===== src/logic/pmt_pkg.sv =====
// package: register map, field layout and timing constants of the period match timer
package pmt_pkg;
  // register byte offsets on the bus
  localparam logic [11:0] PMT_OFF_CONTROL = 12'h000;
  localparam logic [11:0] PMT_OFF_COUNT = 12'h004;
  localparam logic [11:0] PMT_OFF_PERIOD = 12'h008;
  localparam logic [11:0] PMT_OFF_STATUS = 12'h00C;
  localparam logic [11:0] PMT_OFF_MASK = 12'h010;
  // control field layout
  localparam int PMT_PRE_LSB = 0;
  localparam int PMT_RUN_BIT = 2;
  localparam int PMT_POST_LSB = 3;
  localparam logic [7:0] PMT_CTRL_WMASK = 8'h7F;
  // status bit of the period match flag
  localparam int PMT_FLAG_BIT = 3;
  localparam logic [7:0] PMT_STAT_WMASK = 8'h08;
  // prescale codes and divide counts
  localparam logic [1:0] PMT_PRE_DIV1 = 2'h0;
  localparam logic [1:0] PMT_PRE_DIV4 = 2'h1;
  localparam logic [3:0] PMT_PRE_LAST4 = 4'h3;
  localparam logic [3:0] PMT_PRE_LAST16 = 4'hF;
  // instruction clock is the system clock divided by four
  localparam logic [1:0] PMT_ICLK_LAST = 2'h3;
  localparam logic [7:0] PMT_RESET_BYTE = 8'h00;
  localparam logic [7:0] PMT_PERIOD_RESET = 8'hFF;
endpackage : pmt_pkg


===== src/logic/pmt_timer.sv =====
// file: period match timer with prescaler, postscaler and APB registers
//
// Chosen here: the placing of the registers and the APB interface to the registers.
`timescale 1ns/1ps
`default_nettype none

module pmt_timer (
  // clock and reset
  input wire logic i_mclk,
  input wire logic i_sys_rst,
  // apb slave
  input wire logic i_psel,
  input wire logic i_penable,
  input wire logic i_pwrite,
  input wire logic [11:0] i_paddr,
  input wire logic [31:0] i_pwdata,
  output logic [31:0] o_prdata,
  output logic o_pready,
  output logic o_pslverr,
  // events
  output logic o_period_match,
  output logic o_irq
);
  import pmt_pkg::*;

  typedef struct packed {
    logic [7:0] ctrl;
    logic [7:0] count;
    logic [7:0] period;
    logic [7:0] status;
    logic [7:0] mask;
    logic [1:0] iclk;
    logic [3:0] pre;
    logic [3:0] post;
    logic match;
    logic irq;
    logic [31:0] prdata;
    logic pready;
    logic pslverr;
  } pmt_state_t;

  pmt_state_t s_q;
  pmt_state_t s_d;

  // ==========================================================
  // next state
  always_comb begin
    logic wr;
    logic rd;
    logic tick;
    logic pre_done;
    logic hit;
    logic post_fire;
    logic [3:0] pre_last;
    logic [7:0] wb;
    logic hold;
    wr = 1'b0;
    rd = 1'b0;
    tick = 1'b0;
    pre_done = 1'b0;
    hit = 1'b0;
    post_fire = 1'b0;
    pre_last = PMT_PRE_LAST16;
    wb = i_pwdata[7:0];
    hold = 1'b0;
    s_d = s_q;
    s_d.match = 1'b0;
    s_d.pready = 1'b0;
    s_d.pslverr = 1'b0;
    // one cycle access phase wait, answer on the next edge
    wr = i_psel && i_penable && !s_q.pready && i_pwrite;
    rd = i_psel && i_penable && !s_q.pready && !i_pwrite;
    // control or count write freezes the step, so no stray match or flag
    hold = wr && (i_paddr == PMT_OFF_CONTROL || i_paddr == PMT_OFF_COUNT);
    // instruction clock divider
    if (s_q.ctrl[PMT_RUN_BIT]) begin
      s_d.iclk = s_q.iclk + 2'h1;
      tick = (s_q.iclk == PMT_ICLK_LAST);
    end
    // prescale select
    if (s_q.ctrl[PMT_PRE_LSB +: 2] == PMT_PRE_DIV1) begin
      pre_last = 4'h0;
    end else if (s_q.ctrl[PMT_PRE_LSB +: 2] == PMT_PRE_DIV4) begin
      pre_last = PMT_PRE_LAST4;
    end
    if (tick) begin
      pre_done = (s_q.pre >= pre_last);
      s_d.pre = pre_done ? 4'h0 : s_q.pre + 4'h1;
    end
    // counter step and wrap
    if (pre_done && !hold) begin
      hit = (s_q.count == s_q.period);
      s_d.count = hit ? PMT_RESET_BYTE : s_q.count + 8'h01;
    end
    // postscaler
    if (hit) begin
      s_d.match = 1'b1;
      post_fire = (s_q.post >= s_q.ctrl[PMT_POST_LSB +: 4]);
      s_d.post = post_fire ? 4'h0 : s_q.post + 4'h1;
    end
    // register writes
    if (wr) begin
      s_d.pready = 1'b1;
      if (i_paddr == PMT_OFF_CONTROL) begin
        s_d.ctrl = wb & PMT_CTRL_WMASK;
        s_d.pre = 4'h0; // counter kept
        s_d.post = 4'h0;
        s_d.iclk = 2'h0;
      end else if (i_paddr == PMT_OFF_COUNT) begin
        s_d.count = wb;
        s_d.pre = 4'h0;
        s_d.post = 4'h0;
        s_d.iclk = 2'h0;
      end else if (i_paddr == PMT_OFF_PERIOD) begin
        s_d.period = wb;
      end else if (i_paddr == PMT_OFF_STATUS) begin
        s_d.status = s_q.status & ~(wb & PMT_STAT_WMASK);
      end else if (i_paddr == PMT_OFF_MASK) begin
        s_d.mask = wb & PMT_STAT_WMASK;
      end else begin
        s_d.pslverr = 1'b1;
      end
    end
    // flag set wins over a clear in the same cycle
    if (post_fire) begin
      s_d.status[PMT_FLAG_BIT] = 1'b1;
    end
    // register reads
    if (rd) begin
      s_d.pready = 1'b1;
      s_d.prdata = 32'h0000_0000;
      if (i_paddr == PMT_OFF_CONTROL) begin
        s_d.prdata[7:0] = s_q.ctrl & PMT_CTRL_WMASK;
      end else if (i_paddr == PMT_OFF_COUNT) begin
        s_d.prdata[7:0] = s_q.count;
      end else if (i_paddr == PMT_OFF_PERIOD) begin
        s_d.prdata[7:0] = s_q.period;
      end else if (i_paddr == PMT_OFF_STATUS) begin
        s_d.prdata[7:0] = s_q.status;
      end else if (i_paddr == PMT_OFF_MASK) begin
        s_d.prdata[7:0] = s_q.mask;
      end else begin
        s_d.pslverr = 1'b1;
      end
    end
    s_d.irq = |(s_d.status & s_d.mask);
  end

  // ==========================================================
  // state register
  always_ff @(posedge i_mclk) begin
    if (i_sys_rst) begin
      s_q <= '0;
      s_q.period <= PMT_PERIOD_RESET;
    end else begin
      s_q <= s_d;
    end
  end

  // outputs straight from flops
  assign o_prdata = s_q.prdata;
  assign o_pready = s_q.pready;
  assign o_pslverr = s_q.pslverr;
  assign o_period_match = s_q.match;
  assign o_irq = s_q.irq;
endmodule : pmt_timer
`default_nettype wire


===== config.mk =====
export PLATFORM = sky130hd
export DESIGN_NAME = pmt_timer
export DESIGN_NICKNAME = d
export VERILOG_FILES = /design/src/logic/pmt_pkg.sv /design/src/logic/pmt_timer.sv
export SDC_FILE = /design/constraint.sdc
export NUM_CORES = 1
export LEC_CHECK = 0
export BUFFER_PORTS_ARGS = -buffer_cell sky130_fd_sc_hd__buf_4
export CAP_MARGIN = 25
export CORE_ASPECT_RATIO = 0.5
export CORE_MARGIN = 4
export CORE_UTILIZATION = 29
export DETAILED_ROUTE_END_ITERATION = 8
export SYNTH_ARGS = -nofsm -noshare
export SYNTH_HDL_FRONTEND = slang
export SYNTH_SLANG_ARGS = --single-unit
export TNS_END_PERCENT = 50

===== constraint.sdc =====
create_clock -name i_mclk -period 4.6 [get_ports i_mclk]
set_clock_uncertainty 0.1 [all_clocks]
set_input_delay 0.23 -clock i_mclk [delete_from_list [all_inputs] [get_ports i_mclk]]
set_output_delay 0.23 -clock i_mclk [all_outputs]
set_load 0.03 [all_outputs]

; After elaboration in Yosys (flattened, before gate mapping)
; Cells that the tools add are included.
[totals]
ff_bits = 61
input_bits = 49
out_inout_bits = 36
wordCells = 88
[classes]
add_sub_neg = 4
order_cmp = 2
n_eq_ne = 7
mux = 42
n_bitwise = 5
reduce_logical = 15
[ops]
columns = op, n
row1 = $mux W8, 12
row2 = $mux W42, 1
row3 = $mux W32, 1
row4 = $eq A12 B4 Y1 const B, 2
row5 = $mux W24, 1
row6 = $mux W10, 2
row7 = $mux W4, 5
row8 = $and A8 B8 Y8, 2
row9 = $mux W16, 1
row10 = $mux W1, 15
row11 = $eq A12 B3 Y1 const B, 1
row12 = $eq A12 B5 Y1 const B, 1
row13 = $logic_not A12 Y1, 1
row14 = $add A4 B1 Y4 const B, 2
row15 = $add A8 B1 Y8 const B, 1
row16 = $eq A8 B8 Y1, 1
row17 = $ge A4 B4 Y1, 2
row18 = $not A4 Y8, 1
row19 = $reduce_or A8 Y1, 1
row20 = $logic_and A1 B1 Y1, 6
row21 = $mux W2, 3
row22 = $mux W5, 1
row23 = $reduce_and A4 Y1, 1
row24 = $logic_not A1 Y1, 3
row25 = 7 further kinds, 8

; Logic depth before layout (Yosys ltp)
; Gate-level depths: netlist of the first run.
[logic_depth]
depth_word = 14
depth_mapped = 8

; Least setup slack after synthesis of the first run
; No wires, ideal clock.
[synth_timing]
kind = reg2reg
start = reg s_q[78] (netlist bit)
end = reg s_q[39] (netlist bit)
setup_time_ps = 73
t_arrival_ps = 2331
required_time_ps = 4427
path_slack_ps = 2096
stages_incl_launch_ff = 8
path_buffers = 0
period_less_slack_ps = 2504
path_cell_list = dfxtp_1 > or2_2 > ha_1 > o21ai_0 > a211oi_4 > nand4_1 > or4_1 > a21oi_1
[synth_between]
elab_chain_cells = 11
word_cells_on_any_way = 12
[synth_lines]
columns = element, line
row1 = "start, declared", pmt_timer.sv:42  ; pmt_state_t s_q;
row2 = $eq A2 B1 Y1, pmt_timer.sv:83  ; end else if (s_q.ctrl[PMT_PRE_LSB +: 2] == PMT_PRE_DIV4) begin
row3 = $mux W4, pmt_timer.sv:83
row4 = $mux W4 *, pmt_timer.sv:81  ; if (s_q.ctrl[PMT_PRE_LSB +: 2] == PMT_PRE_DIV1) begin
row5 = $ge A4 B4 Y1 *, pmt_timer.sv:87  ; pre_done = (s_q.pre >= pre_last);
row6 = $mux W1 *, pmt_timer.sv:86  ; if (tick) begin
row7 = $logic_and A1 B1 Y1 *, pmt_timer.sv:91  ; if (pre_done && !hold) begin
row8 = $mux W1 *, pmt_timer.sv:91
row9 = $mux W5 *, pmt_timer.sv:96  ; if (hit) begin
row10 = $mux W10, pmt_timer.sv:109  ; end else if (i_paddr == PMT_OFF_COUNT) begin
row11 = $mux W10, pmt_timer.sv:104  ; if (i_paddr == PMT_OFF_CONTROL) begin
row12 = $mux W42 *, pmt_timer.sv:102  ; if (wr) begin
; Mark *: on every way between the ends. The rest lies on a longest branch, timed or not.
; A chain may end at the register's enable or synchronous reset.

; Final worst setup path of the first run
[layout_timing]
start = reg s_q[79] (netlist bit)
end = reg s_q[39] (netlist bit)
; Same word-level chain as after synthesis.

==> results of run 1 <==
worst min-delay path, delay by kind of cell:
family          cells  cell delay (ns)
compound gates      1             0.05
simple gates        1             0.04
buf+inv             1             0.09
cell families (layout without fill, tap and decap cells):
logic type,count (synthesis),after routing,synth area share [%]
AND/OR/NAND/NOR,139,139,25.40
AO/OA/AOI/OAI,68,68,15.33
buffers and inverters,55,53,11.81
flip-flops,47,47,33.51
XOR/XNOR,14,14,4.367
adder cells (fa/ha/maj),12,12,5.347
multiplexers,11,11,4.100
other,1,24,0.1336
synthesized netlist by cell type (4+ instances only):
master and n:
mux2i_1 10, ha_1 12, a211o_1 8, nor3_1 7, o21ai_0 16, buf_4 32
inv_1 9, buf_2 4, dfxtp_1 47, nor2_1 19, a21oi_1 26, nand2_1 50
nor2b_1 11, or4_1 4, nor4_1 5, nand3_1 15, xor2_1 13, clkbuf_1 9
or3_1 4
final timing paths:
check	start	end	slack (ns)	depth (start not counted)
max	s_q[79]$_SDFFE_PP0P_	s_q[39]$_SDFF_PP0_	1.74	7
min	i_pwdata[7]	s_q[77]$_SDFF_PP0_	0.06	3
max reg2reg	s_q[79]$_SDFFE_PP0P_	s_q[39]$_SDFF_PP0_	1.74	7
min reg2reg	o_prdata[1]$_SDFFE_PP0P_	o_prdata[1]$_SDFFE_PP0P_	0.35	2
layout make-up:
type	instances	area, µm²
clock inverters	3	18.77
repair buffers	36	270.3
well taps	135	168.9
inverters	9	33.78
flip-flops and latches	47	940.9
fillers	1019	6267
clock buffers	5	125.1
multi-input cells	268	1622
through the flow:
| step | std cells | setup slack [ns] | area [µm²] |
|---|---|---|---|
| detailed placement | 495 | 1.707 | 3035 |
| global route | 503 | 1.470 | 3179 |
| CTS | 503 | 1.710 | 3179 |
| global placement | 495 | 1.745 | 3035 |
| finish | 503 | 1.739 | 3179 |
| floorplan | 370 | 2.096 | 2894 |
state kept, by name (all words and copies together), names as in the netlist:
name and count:
o_pready 1, o_pslverr 1, o_irq 1, o_prdata 8
s_q 35, o_period_match 1
power groups by stage:
stage | combinational, mW | clock [mW] | sequential, mW
after floorplan | 0.0651 | 0 | 0.419
after global placement | 0.0766 | 0 | 0.418
after detailed placement | 0.0763 | 0 | 0.418
after CTS | 0.0765 | 0.367 | 0.409
after global routing | 0.0822 | 0.381 | 0.409
final | 0.0769 | 0.356 | 0.409
metal layers:
metal,up-vias,share of wire [%],track usage [%]
met5,-,0,0
met4,0,1.7,2.416
met3,11,8.3,2.392
met2,82,41,16.10
met1,1008,49,16.04
li1,1183,-,-
cells in the final DEF (no fill, tap or decap), types with 2 or more instances in the layout:
cell	n
a31oi_1	2
or4_1	4
or3b_2	2
o21bai_1	2
nand2b_1	3
nor2_1	19
nor3b_1	3
buf_4	36
o21a_1	3
dfxtp_1	47
or3_1	4
or2_2	3
a211o_1	8
nand4_1	3
nor3_1	7
xor2_1	13
a21oi_1	26
nand2_1	50
a211oi_1	3
conb_1	24
clkbuf_16	5
nand3_1	15
inv_1	9
nor4_1	5
ha_1	12
mux2i_1	10
clkinv_2	2
and3_1	2
nor2b_1	11
o21ai_0	16
==> impl_metrics.py, run 1 <==
metrics = {
    "timing": {
        "setup_viol": 0,
        "relSlewSlack_pct": 35.85,
        "whs_ns": 0.05773,
        "period_minus_slack_ns": 2.861,
        "hold_violations": 0,
        "final.setup.tns_ns": 0,
        "fmax_ghz": 0.3496,
        "grt_setup_unrepaired": "no",
        "period_share_pct": 62.19,
        "tightest_slew_ns": 0.9534,
        "slew_violations": 0,
    },
    "worst_setup_path": {
        "critPathTopFamily": "simple AND/OR/NAND/NOR gates",
        "arrival_ns": 2.97,
        "path_max_fanout": 10,
        "end_kind": "flop",
        "cp_num_buf_inv": 0,
        "critPathRequiredTime_ns": 4.71,
        "cp_slowest_cell": "or4_1",
        "path_cells": "or2_2 > ha_1 > o21ai_0 > a211oi_4 > nand4_1 > or4_1 > a21oi_1",
        "crit_type": "flop to flop",
        "critPathMaxStageDelay_ns": 0.59,
        "crit_path_start_kind": "flop",
    },
    "global_route": {
        "grtUsageTotal_pct": 10.87,
        "antenna_found_initial": 0,
        "grt_max_degree": 36,
        "grt_pass1_wl_um": 10370,
        "grt_pass1_vias": 2056,
        "grt_overflow": 0,
    },
    "logic_synthesis": {
        "yosysSeqAreaShare_pct": 33.51,
        "yosysTopAreaCell": "dfxtp_1",
        "postSynthAreaPerCell_um2": 8.091,
        "synthTopCellsByArea": "dfxtp_1 (34%), buf_4 (8.6%), nand2_1 (6.7%)",
        "syn_area_mm2": 0.002808,
        "synth_edf_count": 0,
        "yosys_warnings": 0,
        "async_reset_ff_share_pct": 0,
        "synth_flop_cell": "dfxtp_1",
        "synth_top_area_share_pct": 33.51,
        "ys_types": 49,
        "synthCells": 347,
        "ys_ff_latch": 47,
    },
    "cts": {
        "clkSinkCount": 47,
        "cts.repair.resized": 0,
        "cts_setup_buffers": 0,
        "htree_levels": 2,
        "cts_tree": "built",
        "postCtsHoldBufs": 0,
        "clkTransAtPathRegs_ns": 0.06,
        "clock-root-buffer": "clkbuf_16",
        "cts_buffers": 5,
        "clk_latency_ns": 0.28,
        "clk_path_buf_depth": 2,
    },
    "final_layout": {
        "n_antenna_cell": 0,
        "final_layout_size_suffix_gt1_share_pct": 15.22,
        "nNetsFinal": 428,
        "area.growth.synth_to_final_pct": 13.24,
        "final_util_pct": 33.66,
    },
    "power": {
        "seqPwrFrac_pct": 48.6,
        "clockPowerShare_pct": 42.3,
        "peakVddDrop_mv": 0.1670,
        "p_per_area_mw_per_mm2": 264.7,
        "p_switching_mw": 0.2103,
        "cellLeakagePower_nw": 1.177,
        "finalPower_mw": 0.8415,
        "swShare_pct": 24.99,
        "p_comb_share_pct": 9.1,
        "internal-power_mw": 0.6312,
    },
    "floorplanning": {
        "core_area_mm2": 0.009447,
        "die_h_um": 77.58,
        "io_pins": 85,
        "initial_utilization_pct": 29.72,
        "die-area_mm2": 0.01142,
        "fp.dieW_um": 147.2,
        "rows": 25,
    },
    "route": {
        "drt_wl_total_um": 6301,
        "vias_per_cell": 4.541,
        "vias": 2284,
        "postRouteAntennaNets": 0,
        "drtPass1Iterations": 4,
        "route.detailed.drc": 0,
        "wl_per_cell_um": 12.53,
        "drtIter0Drc": 163,
    },
    "flow_run": {
        "drv_cap": 0,
    },
    "min_path": {
        "min_path_type": "primary input to flop",
    },
    "placed_design": {
        "hpwl_um": 4832,
        "gp_congestion": 0.8625,
        "port_buffers": 36,
    },
    "run_status": {
        "status": "complete, no violations",
    },
}
No activity file was read; power rests on OpenSTA's default activity.
==> run 2: changes to the inputs <==
Clock period 4.6 ns to 2.8 ns, I/O delays scaled along.
==> run 2 against run 1 <==
Compared with the run above:
- sequential share of layout area fell by 1.4 points
- hold slack got worse by 0.038 ns
- fmax up 15%
- power up 72%
- largest power group unchanged
- highest routed layer unchanged
==> impl_metrics.py, run 2 (synthesized netlist as in run 1, its figures left out) <==
metrics = {
    "route": {
        "wl_met3_um": 443,
        "vias": 2382,
        "drt_wl_total_um": 6471,
        "wl_met1_um": 3285,
        "wl_per_cell_um": 12.44,
        "wl_met2_um": 2649,
        "vias_per_cell": 4.581,
        "drtPass1Iterations": 5,
        "route.detailed.drc": 0,
        "top_layer_used": "met4",
        "postRouteAntennaNets": 0,
        "drtIter0Drc": 165,
    },
    "worst_setup_path": {
        "arrival_ns": 2.54,
        "critPathRequiredTime_ns": 2.86,
        "end_kind": "flop",
        "crit_path_start_kind": "flop",
        "path_max_fanout": 9,
        "crit_type": "flop to flop",
    },
    "flow_run": {
        "drv_cap": 0,
    },
    "final_layout": {
        "final_common_cell": "nand2_1",
        "layout_common_cells": "nand2_1 (50), dfxtp_1 (47), buf_4 (46)",
        "final_util_pct": 35.36,
        "multi_input_area_mm2": 0.001622,
        "nNetsFinal": 445,
        "area.growth.synth_to_final_pct": 18.98,
        "regMostFlops": "s_q",
        "seq_area_um2": 940.9,
        "largest_reg_flops": 35,
        "n_fill_cell": 980,
        "n_antenna_cell": 0,
        "final_layout_size_suffix_gt1_share_pct": 17.14,
    },
    "floorplanning": {
        "initial_utilization_pct": 29.72,
        "fp.dieW_um": 147.2,
        "core_area_mm2": 0.009447,
        "die-area_mm2": 0.01142,
        "rows": 25,
        "io_pins": 85,
        "die_h_um": 77.58,
    },
    "timing": {
        "period_minus_slack_ns": 2.483,
        "fmax_ghz": 0.4028,
        "tightest_slew_ns": 0.8264,
        "period_share_pct": 88.66,
        "setup_viol": 0,
        "setup_slack_ns": 0.3174,
        "slew_violations": 0,
        "hold_violations": 0,
        "relSlewSlack_pct": 44.48,
        "grt_setup_unrepaired": "no",
        "final.setup.tns_ns": 0,
    },
    "power": {
        "peakVddDrop_mv": 0.1949,
        "finalPower_mw": 1.443,
        "cellLeakagePower_nw": 1.259,
        "p_per_area_mw_per_mm2": 432.0,
    },
    "min_path": {
        "min_path_type": "primary input to flop",
    },
    "cts": {
        "cts_setup_buffers": 0,
        "clock-root-buffer": "clkbuf_16",
        "htree_levels": 2,
        "clkSinkCount": 47,
        "cts.repair.resized": 0,
        "clkTransAtPathRegs_ns": 0.07,
        "clk_path_buf_depth": 2,
        "cts_tree": "built",
        "clk_latency_ns": 0.29,
        "cts_buffers": 5,
    },
    "run_status": {
        "status": "complete, no violations",
    },
    "placed_design": {
        "hpwl_um": 4867,
        "gp_congestion": 0.8726,
        "dpl_worst_slack_ns": 0.3013,
        "port_buffers": 36,
    },
    "global_route": {
        "grtUsageTotal_pct": 11.52,
        "grt_pass1_vias": 2159,
        "grt_overflow": 0,
        "antenna_found_initial": 0,
        "grt_pass1_wl_um": 10960,
        "grt_max_degree": 36,
    },
}
## run 2: cell count changes in the layout (fill, tap and decap cells not counted), sizes merged
cell,before,now
dlygate4sd3,0,7
clkinvlp,0,1
buf,36,46
clkbuf,5,7
clkinv,2,0
inv,10,9
## run 2: repair_timing
item / CTS / global route
endpoints found under the setup margin: 0 / 0
hold buffers: 7 / 0
endpoints found under the hold margin: 11 / 0
## run 2: final timing paths
kind                       startpoint                  endpoint  slack, ns  cells past startpoint
max reg2reg      s_q[78]$_SDFFE_PP0P_        s_q[72]$_SDFF_PP0_       0.32                      8
min reg2reg  o_prdata[2]$_SDFFE_PP0P_  o_prdata[2]$_SDFFE_PP0P_       0.35                      2
max              s_q[78]$_SDFFE_PP0P_        s_q[72]$_SDFF_PP0_       0.32                      8
min                       i_pwdata[3]      s_q[65]$_SDFFE_PP1P_       0.02                      2
## run 2: stage by stage
step / hold WS (ns) / area (µm²) / cells
after floorplan: 0.1486 / 2894 / 370
after global placement: 0.2573 / 3110 / 505
after detailed placement: 0.2606 / 3110 / 505
after CTS: 0.02086 / 3341 / 520
after global routing: 0.03116 / 3341 / 520
final: 0.02006 / 3341 / 520
## run 2: final cells by class
cell class	count	area share, %
inverter	9	1.011
sequential	47	28.16
timing repair buffer	53	12.43
multi-input combinational	268	48.54
clock buffer	7	4.569
clock inverter	1	0.2247
tap	135	5.056
## run 2: per-layer routing
layer / vias to the layer above / GRT usage, %
met5: - / 0
met4: 0 / 3.160
met2: 73 / 16.65
met3: 9 / 1.925
met1: 1073 / 17.47
li1: 1227 / -
## run 2: report_power, final
group / switching (mW) / total, mW / internal [mW]
combinational: 0.0928 / 0.139 / 0.0457
clock: 0.253 / 0.633 / 0.380
sequential: 0.00126 / 0.671 / 0.670
## run 2: worst max-delay path, stage by stage (launching register included)
cell	delay, ns
dfxtp_1	0.33
or2_2	0.31
ha_1	0.27
o21ai_0	0.17
a211oi_4	0.26
buf_4	0.20
or3b_2	0.45
a2bb2oi_1	0.18
a211oi_1	0.09
==> run 3: changes to the inputs <==
Settings changed: CTS_BUF_LIST set to sky130_fd_sc_hd__clkbuf_8.
==> run 3 against run 2 <==
Compared with the run above:
- fmax increased by 0.14%
- die area unchanged
- final area shrank 1.7%
- clock-buffer cell count did not move
- register-to-register slack is essentially flat
- core utilization decreased by 0.60 points
- critical endpoint is now s_q[39]$_SDFF_PP0_
- largest cell class unchanged
- highest routed layer unchanged
==> impl_metrics.py, run 3 (synthesized netlist as in run 1, its figures left out) <==
metrics = {
    "run_status": {
        "status": "complete, no violations",
    },
    "final_layout": {
        "n_fill_cell": 994,
        "final_util_pct": 34.77,
        "regMostFlops": "s_q",
        "nNetsFinal": 445,
        "fin_cells": 520,
        "final_common_cell": "nand2_1",
        "layout_common_cells": "nand2_1 (50), dfxtp_1 (47), buf_4 (46)",
        "largest_reg_flops": 35,
        "area.growth.synth_to_final_pct": 16.98,
        "finalInstanceArea_mm2": 0.003284,
        "n_antenna_cell": 0,
        "final_layout_size_suffix_gt1_share_pct": 17.14,
    },
    "global_route": {
        "grt-busiest-layer": "met1",
        "use_met2_pct": 16.51,
        "grt_pass1_wl_um": 10880,
        "grt_pass1_vias": 2150,
        "grtUsageMet3_pct": 1.750,
        "antenna_found_initial": 0,
        "grtUsageTotal_pct": 11.38,
        "grt_overflow": 0,
        "use_met1_pct": 17.40,
        "grt_max_degree": 36,
    },
    "worst_setup_path": {
        "rrSetupSlack_ns": 0.32,
        "end_kind": "flop",
        "r2r-end": "s_q[39]$_SDFF_PP0_",
        "crit_start": "s_q[78]$_SDFFE_PP0P_",
        "critPathRequiredTime_ns": 2.93,
        "crit_type": "flop to flop",
        "crit_path_start_kind": "flop",
        "path_max_fanout": 6,
        "crit_path_end": "s_q[39]$_SDFF_PP0_",
        "arrival_ns": 2.61,
        "rr_startpoint": "s_q[78]$_SDFFE_PP0P_",
        "ff2ff_path_depth": 7,
    },
    "cts": {
        "postCtsHoldBufs": 7,
        "cts.repair.resized": 0,
        "htree_levels": 2,
        "cts_tree": "built",
        "clkSinkCount": 47,
        "clock-root-buffer": "clkbuf_8",
        "cts_setup_buffers": 0,
        "clk_path_buf_depth": 2,
        "clkTransAtPathRegs_ns": 0.09,
        "clk_latency_ns": 0.30,
        "cts_buffers": 5,
    },
    "route": {
        "route.detailed.drc": 0,
        "vias_per_cell": 4.527,
        "drtIter0Drc": 138,
        "vias": 2354,
        "drtPass1Iterations": 4,
        "postRouteAntennaNets": 0,
        "drt_wl_total_um": 6432,
        "wl_per_cell_um": 12.37,
    },
    "floorplanning": {
        "core_area_mm2": 0.009447,
        "initial_utilization_pct": 29.72,
        "die_h_um": 77.58,
        "fp.dieW_um": 147.2,
        "rows": 25,
        "die-area_mm2": 0.01142,
        "io_pins": 85,
    },
    "placed_design": {
        "dpl-instance-area_mm2": 0.003110,
        "gp_congestion": 0.8726,
        "port_buffers": 36,
        "place_inst": 505,
        "hpwl_um": 4867,
    },
    "timing": {
        "slew_violations": 0,
        "fmax_ghz": 0.4034,
        "tightest_slew_ns": 0.8050,
        "relSlewSlack_pct": 45.92,
        "grt_setup_unrepaired": "no",
        "final.setup.tns_ns": 0,
        "hold_violations": 0,
        "setup_viol": 0,
        "period_share_pct": 88.54,
        "period_minus_slack_ns": 2.479,
    },
    "min_path": {
        "min_path_type": "primary input to flop",
    },
    "power": {
        "p_per_area_mw_per_mm2": 385.0,
        "cellLeakagePower_nw": 1.234,
        "finalPower_mw": 1.265,
        "peakVddDrop_mv": 0.1558,
    },
    "flow_run": {
        "drv_cap": 0,
    },
}
run 3: cell counts in the layout (fill, tap and decap cells not counted):
No cell type changed its count.
run 3: worst min-delay path by stage:
stage | slack, ns | endpoint | startpoint | cells after the start
after floorplan | 0.15 | s_q[74]$_SDFF_PP0_ | i_pwdata[4] | 2
after global placement | 0.26 | s_q[69]$_SDFFE_PP1P_ | i_pwdata[7] | 2
after detailed placement | 0.26 | s_q[69]$_SDFFE_PP1P_ | i_pwdata[7] | 2
after CTS | 0.006 | s_q[65]$_SDFFE_PP1P_ | i_pwdata[3] | 2
after global routing | 0.01 | s_q[65]$_SDFFE_PP1P_ | i_pwdata[3] | 2
final | 0.007 | s_q[65]$_SDFFE_PP1P_ | i_pwdata[3] | 2
run 3: final cells by class:
type	instances	area [µm²]	share of cell area (%)
inverters	9	33.78	1.029
clock inverters	1	7.507	0.2286
clock buffers	7	96.34	2.933
flip-flops and latches	47	940.9	28.65
repair buffers	53	415.4	12.65
multi-input cells	268	1622	49.37
well taps	135	168.9	5.143
run 3: stage by stage:
step | worst slack [ns] | hold WS, ns
CTS | 0.2930 | 0.005593
detailed placement | 0.3013 | 0.2606
global route | 0.09636 | 0.01116
floorplan | 0.2965 | 0.1486
finish | 0.3209 | 0.007148
global placement | 0.3550 | 0.2573
run 3: worst max-delay path: stages, from the launching register on:
cell	delay (ns)
dfxtp_1	0.34
or2_2	0.31
ha_1	0.27
o21ai_0	0.17
a211oi_4	0.25
nand4_1	0.26
or4_1	0.57
a21oi_1	0.14
run 3: layer usage:
metal / up-vias / part of all wire [%]
li1: 1221 / -
met1: 1050 / 50
met2: 79 / 41
met3: 4 / 8.6
met4: 0 / 0.92
met5: - / 0
run 3: where the power goes:
part	internal, mW	switching [mW]
sequential	0.670	0.00126
combinational	0.0457	0.0923
clock	0.225	0.231
